## config.mk

```make
export PLATFORM = sky130hd
export DESIGN_NAME = special_event_dispatch
export DESIGN_NICKNAME = d
export VERILOG_FILES = /design/src/special_event_pkg.sv /design/src/special_event_dispatch.sv
export SDC_FILE = /design/constraint.sdc
export NUM_CORES = 2
export LEC_CHECK = 0
export BUFFER_PORTS_ARGS = -buffer_cell sky130_fd_sc_hd__buf_2
export CAP_MARGIN = 20
export CELL_PAD_IN_SITES_DETAIL_PLACEMENT = 1
export CELL_PAD_IN_SITES_GLOBAL_PLACEMENT = 1
export CORE_MARGIN = 8
export CORE_UTILIZATION = 51
export DETAILED_ROUTE_END_ITERATION = 6
export PLACE_DENSITY_LB_ADDON = 0.05
export SETUP_SLACK_MARGIN = 0.05
export SYNTH_ARGS = -nofsm -noshare
export SYNTH_HDL_FRONTEND = slang
export SYNTH_SLANG_ARGS = --single-unit
```

## constraint.sdc

```tcl
create_clock -name clk -period 56.8 [get_ports clk]
set_input_delay 5.68 -clock clk [delete_from_list [all_inputs] [get_ports clk]]
set_output_delay 5.68 -clock clk [all_outputs]
set_load 0.02 [all_outputs]
```

## src/special_event_pkg.sv

```systemverilog
//==============================================================================
//==============================================================================
package special_event_pkg;

	//==========================================================================
	// Sizes
	localparam int ADDR_W     = 32;
	localparam int NUM_SRC    = 32;
	localparam int SRC_W      = 5;
	localparam int LEVEL_W    = 3;
	localparam int PADDR_W    = 12;

	//==========================================================================
	// Register byte offsets
	localparam logic [PADDR_W-1:0] OFS_BUS_CTL   = 12'h000;
	localparam logic [PADDR_W-1:0] OFS_EXC_VEC   = 12'h004;
	localparam logic [PADDR_W-1:0] OFS_DRAM_BASE = 12'h008;
	localparam logic [PADDR_W-1:0] OFS_SAVED_PC  = 12'h00c;
	localparam logic [PADDR_W-1:0] OFS_EV_STAT   = 12'h010;
	localparam logic [PADDR_W-1:0] OFS_EV_MASK   = 12'h014;
	localparam logic [PADDR_W-1:0] OFS_STATE     = 12'h018;
	localparam logic [PADDR_W-1:0] OFS_INT_MASK  = 12'h01c;
	localparam logic [PADDR_W-1:0] OFS_VEC_BASE  = 12'h080;

	//==========================================================================
	// Field positions
	localparam int CTL_SET_BIT    = 0;	// core_reset_set_bit
	localparam int CTL_CLR_BIT    = 1;	// core_reset_clear_bit
	localparam int PSW_TFE_BIT    = 10;	// trap_on_fetch_flag
	localparam int PSW_IEN_BIT    = 9;	// global_interrupt_enable
	localparam int PSW_EN_HI      = 15;
	localparam int PSW_FLAG_HI    = 31;
	localparam int EV_BOOT_BIT    = 0;
	localparam int EV_EXC_BIT     = 1;
	localparam int EV_NMI_BIT     = 2;
	localparam int EV_INT_BIT     = 3;
	localparam int EV_W           = 4;
	localparam logic [LEVEL_W-1:0] NMI_LEVEL = 3'h7;

	//==========================================================================
	// Reset values
	localparam logic [ADDR_W-1:0]  RST_DRAM_BASE = 32'h0000_0000;
	localparam logic [ADDR_W-1:0]  RST_ZERO      = 32'h0000_0000;
	localparam logic [EV_W-1:0]    RST_EV        = 4'h0;
	localparam logic [NUM_SRC-1:0] RST_INT_MASK  = 32'h0000_0000;

	//==========================================================================
	// Types
	typedef enum logic [1:0] {
		BOOT,
		HELD,
		RUN
	} core_state_type;

	typedef enum logic [1:0] {
		EV_NONE,
		EV_EXC,
		EV_NMI,
		EV_INT
	} event_kind_type;

	typedef struct packed {
		logic              taken;
		logic [ADDR_W-1:0] target;
	} jump_info_type;

	typedef struct packed {
		logic              valid;
		logic [ADDR_W-1:0] addr;
	} redirect_type;

	typedef struct packed {
		logic             valid;
		logic [SRC_W-1:0] source;
	} ack_type;

endpackage

```

## src/special_event_dispatch.sv

```systemverilog
// The implementer's own choices: the APB interface to the registers and the register offsets.
`timescale 1ns/1ps
module special_event_dispatch
	import special_event_pkg::*;
#(
	parameter logic [ADDR_W-1:0] DRAM_BASE_RESET = RST_DRAM_BASE
)
(
	// Clock and hardware reset pin
	input  wire logic                           clk,
	input  wire logic                           rst_n,
	// APB slave
	input  wire logic                           psel,
	input  wire logic                           penable,
	input  wire logic                           pwrite,
	input  wire logic [PADDR_W-1:0]             paddr,
	input  wire logic [31:0]                    pwdata,
	output logic                                pready,
	output logic [31:0]                         prdata,
	output logic                                pslverr,
	// Branch unit
	input  wire jump_info_type                  jump,
	input  wire logic [31:0]                    processor_status_word,
	output redirect_type                        redirect,
	output logic                                coreReset,
	// Vectored interrupt controller
	input  wire logic [NUM_SRC-1:0]             interrupt_pending_set,
	input  wire logic [NUM_SRC-1:0][LEVEL_W-1:0] sourceLevel,
	output ack_type                             dispatchAck,
	// Event interrupt
	output logic                                irq
);

	//==========================================================================
	// State
	core_state_type               state;
	core_state_type               next_state;
	logic [ADDR_W-1:0]            exception_vector_location;
	logic [ADDR_W-1:0]            dramBase;
	logic [ADDR_W-1:0]            saved_destination_pc;
	logic [NUM_SRC-1:0]           interrupt_mask_set;
	logic [EV_W-1:0]              evStat;
	logic [EV_W-1:0]              evMask;
	logic                         inHandler;
	logic [ADDR_W-1:0]            intVector [NUM_SRC];

	//==========================================================================
	// APB decode
	wire                          access    = psel & penable;
	wire                          wrStrobe  = access & pwrite;
	wire                          rdStrobe  = access & ~pwrite;
	wire                          hitVec    = paddr[PADDR_W-1:7] == OFS_VEC_BASE[PADDR_W-1:7];
	wire [SRC_W-1:0]              vecIndex  = paddr[6:2];
	wire                          hitCtl    = paddr == OFS_BUS_CTL;
	wire                          hitExc    = paddr == OFS_EXC_VEC;
	wire                          hitDram   = paddr == OFS_DRAM_BASE;
	wire                          hitPc     = paddr == OFS_SAVED_PC;
	wire                          hitStat   = paddr == OFS_EV_STAT;
	wire                          hitEvMask = paddr == OFS_EV_MASK;
	wire                          hitState  = paddr == OFS_STATE;
	wire                          hitIntMsk = paddr == OFS_INT_MASK;
	wire                          aligned   = paddr[1:0] == 2'h0;
	wire                          mapped    = aligned & (hitVec | hitCtl | hitExc | hitDram
	                                          | hitPc | hitStat | hitEvMask | hitState
	                                          | hitIntMsk);

	// Zero-wait slave; unmapped or misaligned answers with an error
	assign pready  = 1'b1;
	assign pslverr = access & ~mapped;

	// Read data mux
	always_comb
	begin
		prdata = 32'h0000_0000;
		if (rdStrobe && mapped)
		begin
			if (hitVec)
				prdata = intVector[vecIndex];
			else if (hitExc)
				prdata = exception_vector_location;
			else if (hitDram)
				prdata = dramBase;
			else if (hitPc)
				prdata = saved_destination_pc;
			else if (hitStat)
				prdata = {{(32-EV_W){1'b0}}, evStat};
			else if (hitEvMask)
				prdata = {{(32-EV_W){1'b0}}, evMask};
			else if (hitState)
				prdata = {29'h0000_0000, inHandler, state == HELD, state == BOOT};
			else if (hitIntMsk)
				prdata = interrupt_mask_set;
		end
	end

	//==========================================================================
	// Host core reset control
	wire ctlWrite = wrStrobe & hitCtl & aligned;
	wire setReq   = ctlWrite & pwdata[CTL_SET_BIT];
	wire clrReq   = ctlWrite & pwdata[CTL_CLR_BIT] & ~pwdata[CTL_SET_BIT];

	//==========================================================================
	// Event conditions
	wire [31:0] psw        = processor_status_word;
	wire        excFlags   = (|(psw[6:0] & psw[22:16]))
	                         | (psw[PSW_EN_HI] & psw[PSW_FLAG_HI]);
	wire        excPending = excFlags | psw[PSW_TFE_BIT];
	wire        global_interrupt_enable        = psw[PSW_IEN_BIT];
	wire        jumpNow    = (state == RUN) & jump.taken & ~setReq;

	// Eligible sources: pending, unmasked, and NMI or enabled
	logic [NUM_SRC-1:0] eligible;
	genvar g;
	generate
		for (g = 0; g < NUM_SRC; g++)
		begin : gen_elig
			assign eligible[g] = interrupt_pending_set[g] & interrupt_mask_set[g]
			                     & ((sourceLevel[g] == NMI_LEVEL) | global_interrupt_enable);
		end
	endgenerate

	// Highest level wins, lower source number breaks ties
	logic               intFound;
	logic [SRC_W-1:0]   intSource;
	logic [LEVEL_W-1:0] intLevel;
	always_comb
	begin
		intFound  = 1'b0;
		intSource = '0;
		intLevel  = '0;
		for (int i = NUM_SRC - 1; i >= 0; i--)
		begin
			if (eligible[i] && (!intFound || sourceLevel[i] >= intLevel))
			begin
				intFound  = 1'b1;
				intSource = SRC_W'(i);
				intLevel  = sourceLevel[i];
			end
		end
	end

	// Priority: exception over interrupt
	event_kind_type eventKind;
	assign eventKind = !jumpNow  ? EV_NONE :
	                   excPending ? EV_EXC :
	                   !intFound  ? EV_NONE :
	                   (intLevel == NMI_LEVEL) ? EV_NMI : EV_INT;

	// Target address for the chosen event
	wire [ADDR_W-1:0] eventAddr = (eventKind == EV_EXC) ? exception_vector_location
	                              : intVector[intSource];

	//==========================================================================
	// Core state machine
	always_comb
	begin
		next_state = state;
		case (state)
			BOOT:    next_state = setReq ? HELD : RUN;
			HELD:    next_state = clrReq ? BOOT : HELD;
			RUN:     next_state = setReq ? HELD : RUN;
			default: next_state = BOOT;
		endcase
	end

	always_ff @(posedge clk or negedge rst_n)
	begin
		if (!rst_n)
			state <= BOOT;
		else
			state <= next_state;
	end

	assign coreReset = state == HELD;

	//==========================================================================
	// Redirect and save of jump target
	always_ff @(posedge clk or negedge rst_n)
	begin
		if (!rst_n)
		begin
			redirect             <= '0;
			saved_destination_pc <= RST_ZERO;
		end
		else if (state == BOOT && !setReq)
		begin
			redirect.valid <= 1'b1;
			redirect.addr  <= dramBase;
		end
		else if (eventKind != EV_NONE)
		begin
			redirect.valid       <= 1'b1;
			redirect.addr        <= eventAddr;
			saved_destination_pc <= jump.target;
		end
		else
			redirect.valid <= 1'b0;
	end

	// Vector-dispatch acknowledge to the interrupt controller
	always_ff @(posedge clk or negedge rst_n)
	begin
		if (!rst_n)
			dispatchAck <= '0;
		else
		begin
			dispatchAck.valid  <= (eventKind == EV_NMI) | (eventKind == EV_INT);
			dispatchAck.source <= intSource;
		end
	end

	// Handler-running flag; cleared by reset entry or by a jump that takes no event
	always_ff @(posedge clk or negedge rst_n)
	begin
		if (!rst_n)
			inHandler <= 1'b0;
		else if (state != RUN)
			inHandler <= 1'b0;
		else if (eventKind != EV_NONE)
			inHandler <= 1'b1;
		else if (jumpNow)
			inHandler <= 1'b0;
	end

	//==========================================================================
	// Software registers
	always_ff @(posedge clk or negedge rst_n)
	begin
		if (!rst_n)
		begin
			exception_vector_location <= RST_ZERO;
			dramBase                  <= DRAM_BASE_RESET;
			interrupt_mask_set        <= RST_INT_MASK;
			evMask                    <= RST_EV;
		end
		else if (wrStrobe && aligned)
		begin
			if (hitExc)
				exception_vector_location <= pwdata;
			if (hitDram)
				dramBase <= pwdata;
			if (hitIntMsk)
				interrupt_mask_set <= pwdata;
			if (hitEvMask)
				evMask <= pwdata[EV_W-1:0];
		end
	end

	// Interrupt vector table
	always_ff @(posedge clk or negedge rst_n)
	begin
		if (!rst_n)
		begin
			for (int i = 0; i < NUM_SRC; i++)
				intVector[i] <= RST_ZERO;
		end
		else if (wrStrobe && aligned && hitVec)
			intVector[vecIndex] <= pwdata;
	end

	//==========================================================================
	// Sticky event status, cleared by read; a new event wins
	logic [EV_W-1:0] evSet;
	always_comb
	begin
		evSet              = '0;
		evSet[EV_BOOT_BIT] = (state == BOOT) & ~setReq;
		evSet[EV_EXC_BIT]  = eventKind == EV_EXC;
		evSet[EV_NMI_BIT]  = eventKind == EV_NMI;
		evSet[EV_INT_BIT]  = eventKind == EV_INT;
	end

	wire rdClear = rdStrobe & hitStat & aligned;

	always_ff @(posedge clk or negedge rst_n)
	begin
		if (!rst_n)
			evStat <= RST_EV;
		else
			evStat <= (rdClear ? RST_EV : evStat) | evSet;
	end

	assign irq = |(evStat & evMask);

endmodule

```

==> summary.md <==
The region available for standard cell placement spans 0.133 mm². The run finished, with violations left. The worst slew margin relative to its limit was 0.176; the final setup skew was 0.0290 ns. Data on the critical path is required at its endpoint by 57.51 ns. The data arrival time of the worst path is 54.52 ns.

The share of layout cells above drive strength 1 came out at 0.365. The most common cell type on the critical path is sky130_fd_sc_hd__ha_1. The clock passes through at most 3 buffers. For the initial antenna violation count, the log shows 16. The post-route clock period utilization came out at 0.947. The post-synthesis async set-or-reset flop share is 1.00, and the core occupancy in the finished layout is 0.579. The switching part of the total came out at 0.239. The number of slew-limit violations in the final report is 0, and the DRC violation total after the first TritonRoute iteration is 6,308. The number of failing setup endpoints in the final timing report is 0.

The buffer type at the clock tree root is sky130_fd_sc_hd__clkbuf_16. The synthesized instance count came out at 6,020. The smallest clock period supported by the final layout is computed as 53.81 ns.

The run gives 18.6 MHz as the upper clock frequency limit. In this run the vertical extent of the chip is 381 µm. TritonCTS built the clock tree. The synthesized netlist net count was 6,332. Cell internal power was estimated by the tool at 0.00146 W.

The count of nets left with antenna violations once routing finished came out at 0. Summed over all nets, the switching power comes to 0.000458 W. For this run, the number of standard cells in the final layout without fillers is 8,028.

The first detailed-routing pass took 7 iterations. The final reports fail on DRC. The final worst slack was 2.99 ns; the clock slew seen by the registers of the worst setup and hold paths was 0.06 ns. The logs give 0.0714 mm² for the cell area after placement and 0.450 for the register share of total power. The number of buffer cells added on primary ports came out at 301. After detailed routing, the number of remaining DRC violations is 4. The first global-routing pass estimated 414 mm of wire. Among all stages on the critical path, the largest delay is contributed by sky130_fd_sc_hd__a31oi_4.

The area added between synthesis and finish works out to 13.2%. The number of sinks driven by the clock tree was 1,202. The most used flip-flop cell after synthesis is sky130_fd_sc_hd__dfrtp_1. For the die area, the log shows 0.145 mm². The tools report the total vias in the final route as 56,400. STA classifies the critical path endpoint as a register. Power density over the cells: 25.0 mW/mm². Measured along the x axis, the die boundary spans 381 µm. The total global routing overflow was 0; the slew at the pin with the worst max-slew slack was 1.23 ns.

Including well taps, the total number of placed cells is 7,732. The logs give 0.443 for the sequential-to-total area share from yosys stat and 34.4 nW for the cell leakage power. The post-detailed-route wirelength per cell works out to 35.5 µm. Kind of critical path: input pin to register.

The number of buffer and inverter stages on the critical path was 14; the number of failing hold endpoints at the final stage was 0. IR analysis of the VDD net gives a maximum drop of 28.1 µV. Buffers inserted during clock tree synthesis total 137.

The tool flagged a number of max-cap violations equal to 0. For the proportion of power drawn by the clock network, the log shows 0.495. The cell area after synthesis is 0.0679 mm², and the initial standard-cell utilization of the core is 0.511. Counting flops with a built-in enable in the synthesized netlist gives 0.

Detailed placement finished with a half-perimeter wire length of 179 mm. The number of vias per cell is 7.03, and the cell row count is 134. On the worst path, the slowest cell contributes a delay of 0.77 ns.

Grouping stages by cell kind, the critical path spends the most delay in compound AO/OA/AOI/OAI gates. During synthesis, Yosys emitted a total of 0 warnings. The logs give 0.055 for the share of power burned in combinational logic and 0.382 for the aggregate global-route resource usage.

Wires add up to 285 mm. At the later pin of the worst-skew pair, clock insertion delay measures 0.79 ns. The logs give 4 for the count of H-tree levels built during CTS and 317 for the total I/O pin count.

The category of the worst setup path launch point was an input pin. The run gives 58,500 as the via count of the first global-routing pass. The total non-filler cell area in the finished layout is 0.0768 mm², and the routability-driven placement congestion ratio is 0.896.

Number of nets in the layout: 6,446. A synthesized cell averages 11.3 µm². The netlist uses 103 different library cells.

At the placement stage, the worst setup path has a slack of -0.495 ns. The number of synthesized register bits is 1,202. The maximum fanout along the worst path works out to 17. The tightest min-delay check is of the register to register type. Entering global routing, the biggest net connects 180 pins.
[power groups by stage]
stage          Sequential, W  Clock, W  Combinational (W)
3_3_place_gp        0.000878         0           0.000102
4_1_cts             0.000863  0.000958           0.000103
3_5_place_dp        0.000878         0           0.000103
5_1_grt             0.000863  0.000989           0.000112
2_1_floorplan       0.000877         0          0.0000462
6_report            0.000863  0.000950           0.000105
[worst paths after layout]
| kind | endpoint | slack [ns] | cells past startpoint | from |
|---|---|---|---|---|
| max reg2reg | redirect[19]$_DFFE_PN0P_ | 7.64 | 224 | interrupt_mask_set[31]$_DFFE_PN0P_ |
| max | redirect[19]$_DFFE_PN0P_ | 2.99 | 225 | sourceLevel[95] |
| min in group asynchronous | intVector[118]$_DFFE_PN0P_ | 4.86 | 1 | rst_n |
| min | redirect[20]$_DFFE_PN0P_ | 0.50 | 2 | redirect[20]$_DFFE_PN0P_ |
| max in group asynchronous | intVector[798]$_DFFE_PN0P_ | 48.60 | 4 | rst_n |
| min reg2reg | redirect[20]$_DFFE_PN0P_ | 0.50 | 2 | redirect[20]$_DFFE_PN0P_ |
[layer usage]
metal	vias to the layer above	track usage	routed length (µm)	part of all wire
li1	22700	-	-	-
met1	29500	0.502	111000	0.39
met2	3245	0.568	124000	0.44
met3	889	0.120	32200	0.11
met4	12	0.201	17700	0.062
met5	-	0	100	0.00035
[placed cells by master, fill, tap and decap left out, drive strengths merged, types with 29 or more instances in the layout]
| cell type | count |
|---|---|
| buf | 484 |
| inv | 133 |
| clkbuf | 204 |
| a22oi | 72 |
| a31oi | 135 |
| o31ai | 42 |
| ha | 70 |
| a32oi | 78 |
| a22o | 33 |
| nand2 | 810 |
| nor3 | 60 |
| o21ai | 179 |
| mux2i | 76 |
| dfrtp | 1202 |
| or3 | 62 |
| o221ai | 41 |
| nand3 | 231 |
| nor2 | 161 |
| o22ai | 67 |
| mux2 | 1136 |
| mux4 | 266 |
| clkinv | 29 |
| nand2b | 47 |
| a21oi | 174 |
[synthesized netlist by cell type (22+ instances only)]
cell type                   instances  area share
sky130_fd_sc_hd__a21oi_1          174       0.013
sky130_fd_sc_hd__a22o_1            33      0.0043
sky130_fd_sc_hd__a22oi_1           72      0.0080
sky130_fd_sc_hd__a31oi_1          134       0.012
sky130_fd_sc_hd__a32o_1            26      0.0038
sky130_fd_sc_hd__a32oi_1           78       0.010
sky130_fd_sc_hd__and2_1            28      0.0026
sky130_fd_sc_hd__and3_1            23      0.0021
sky130_fd_sc_hd__buf_1             50      0.0028
sky130_fd_sc_hd__buf_2             59      0.0043
sky130_fd_sc_hd__clkbuf_1         377       0.021
sky130_fd_sc_hd__dfrtp_1         1202        0.44
sky130_fd_sc_hd__ha_1              70       0.013
sky130_fd_sc_hd__inv_1            124      0.0069
sky130_fd_sc_hd__mux2_2          1136        0.19
sky130_fd_sc_hd__mux2i_1           76       0.011
sky130_fd_sc_hd__mux4_2           266       0.088
sky130_fd_sc_hd__nand2_1          809       0.045
sky130_fd_sc_hd__nand2b_1          47      0.0043
sky130_fd_sc_hd__nand3_1          231       0.017
sky130_fd_sc_hd__nand4_1           23      0.0021
sky130_fd_sc_hd__nor2_1           160      0.0088
sky130_fd_sc_hd__nor3_1            55      0.0041
sky130_fd_sc_hd__o2111ai_1         27      0.0035
sky130_fd_sc_hd__o211ai_1          22      0.0024
sky130_fd_sc_hd__o21ai_0          143       0.011
sky130_fd_sc_hd__o21ai_1           34      0.0025
sky130_fd_sc_hd__o221ai_1          40      0.0052
sky130_fd_sc_hd__o22ai_1           67      0.0062
sky130_fd_sc_hd__o31ai_1           38      0.0042
sky130_fd_sc_hd__or3_1             62      0.0057
[cell type report]
cell class,instances,area (µm²)
clock inverter,49,622
inverter,127,515
tap,1768,2210
timing repair inverter,1,8.76
sequential,1202,30100
antenna,13,32.5
multi-input combinational,4180,35800
timing repair buffer,485,3320
fill,13700,56000
clock buffer,203,4190
[per-stage QoR]
step | total power (W) | hold slack (ns) | TNS, ns
finish | 0.00192 | 0.500 | 0
global route | 0.00196 | 0.528 | -2.35
CTS | 0.00192 | 0.512 | 0
detailed placement | 0.000981 | 0.494 | -7.06
global placement | 0.000980 | 0.484 | 0
floorplan | 0.000924 | 0.465 | 0
[what timing repair did]
item / CTS / global route
endpoints found under the setup margin: 3 / 39
setup buffers: 0 / 24
hold buffers: 0 / 0
cloned: 0 / 2
pin swaps: 0 / 12
resized for setup: 1 / 56
[cell families after synthesis]
kind of cell,count (synthesis),synth area share
adder cells (fa/ha/maj),75,0.0136
AO/OA/AOI/OAI,1104,0.117
other,1,0.0000552
flip-flops,1202,0.443
AND/OR/NAND/NOR,1522,0.101
multiplexers,1478,0.288
buffers and inverters,638,0.0381
[worst reg2reg max path, delay by kind of cell, from the launching register on]
family	cells	cell delay, ns
adders and majority gates	35	9.58
buffers and inverters	13	1.88
muxes	9	3.38
AOI/OAI and AO/OA	92	20.85
DFF	1	0.43
and+or+nand+nor	75	13.05
[flip-flops by register name, indices dropped and copies added, names as in the netlist]
name                       flops
evStat                         4
inHandler                      1
intVector                   1024
dispatchAck                    6
state                          2
evMask                         4
dramBase                      32
redirect                      33
interrupt_mask_set            32
exception_vector_location     32
saved_destination_pc          32
No activity file was read; power rests on OpenSTA's default activity.
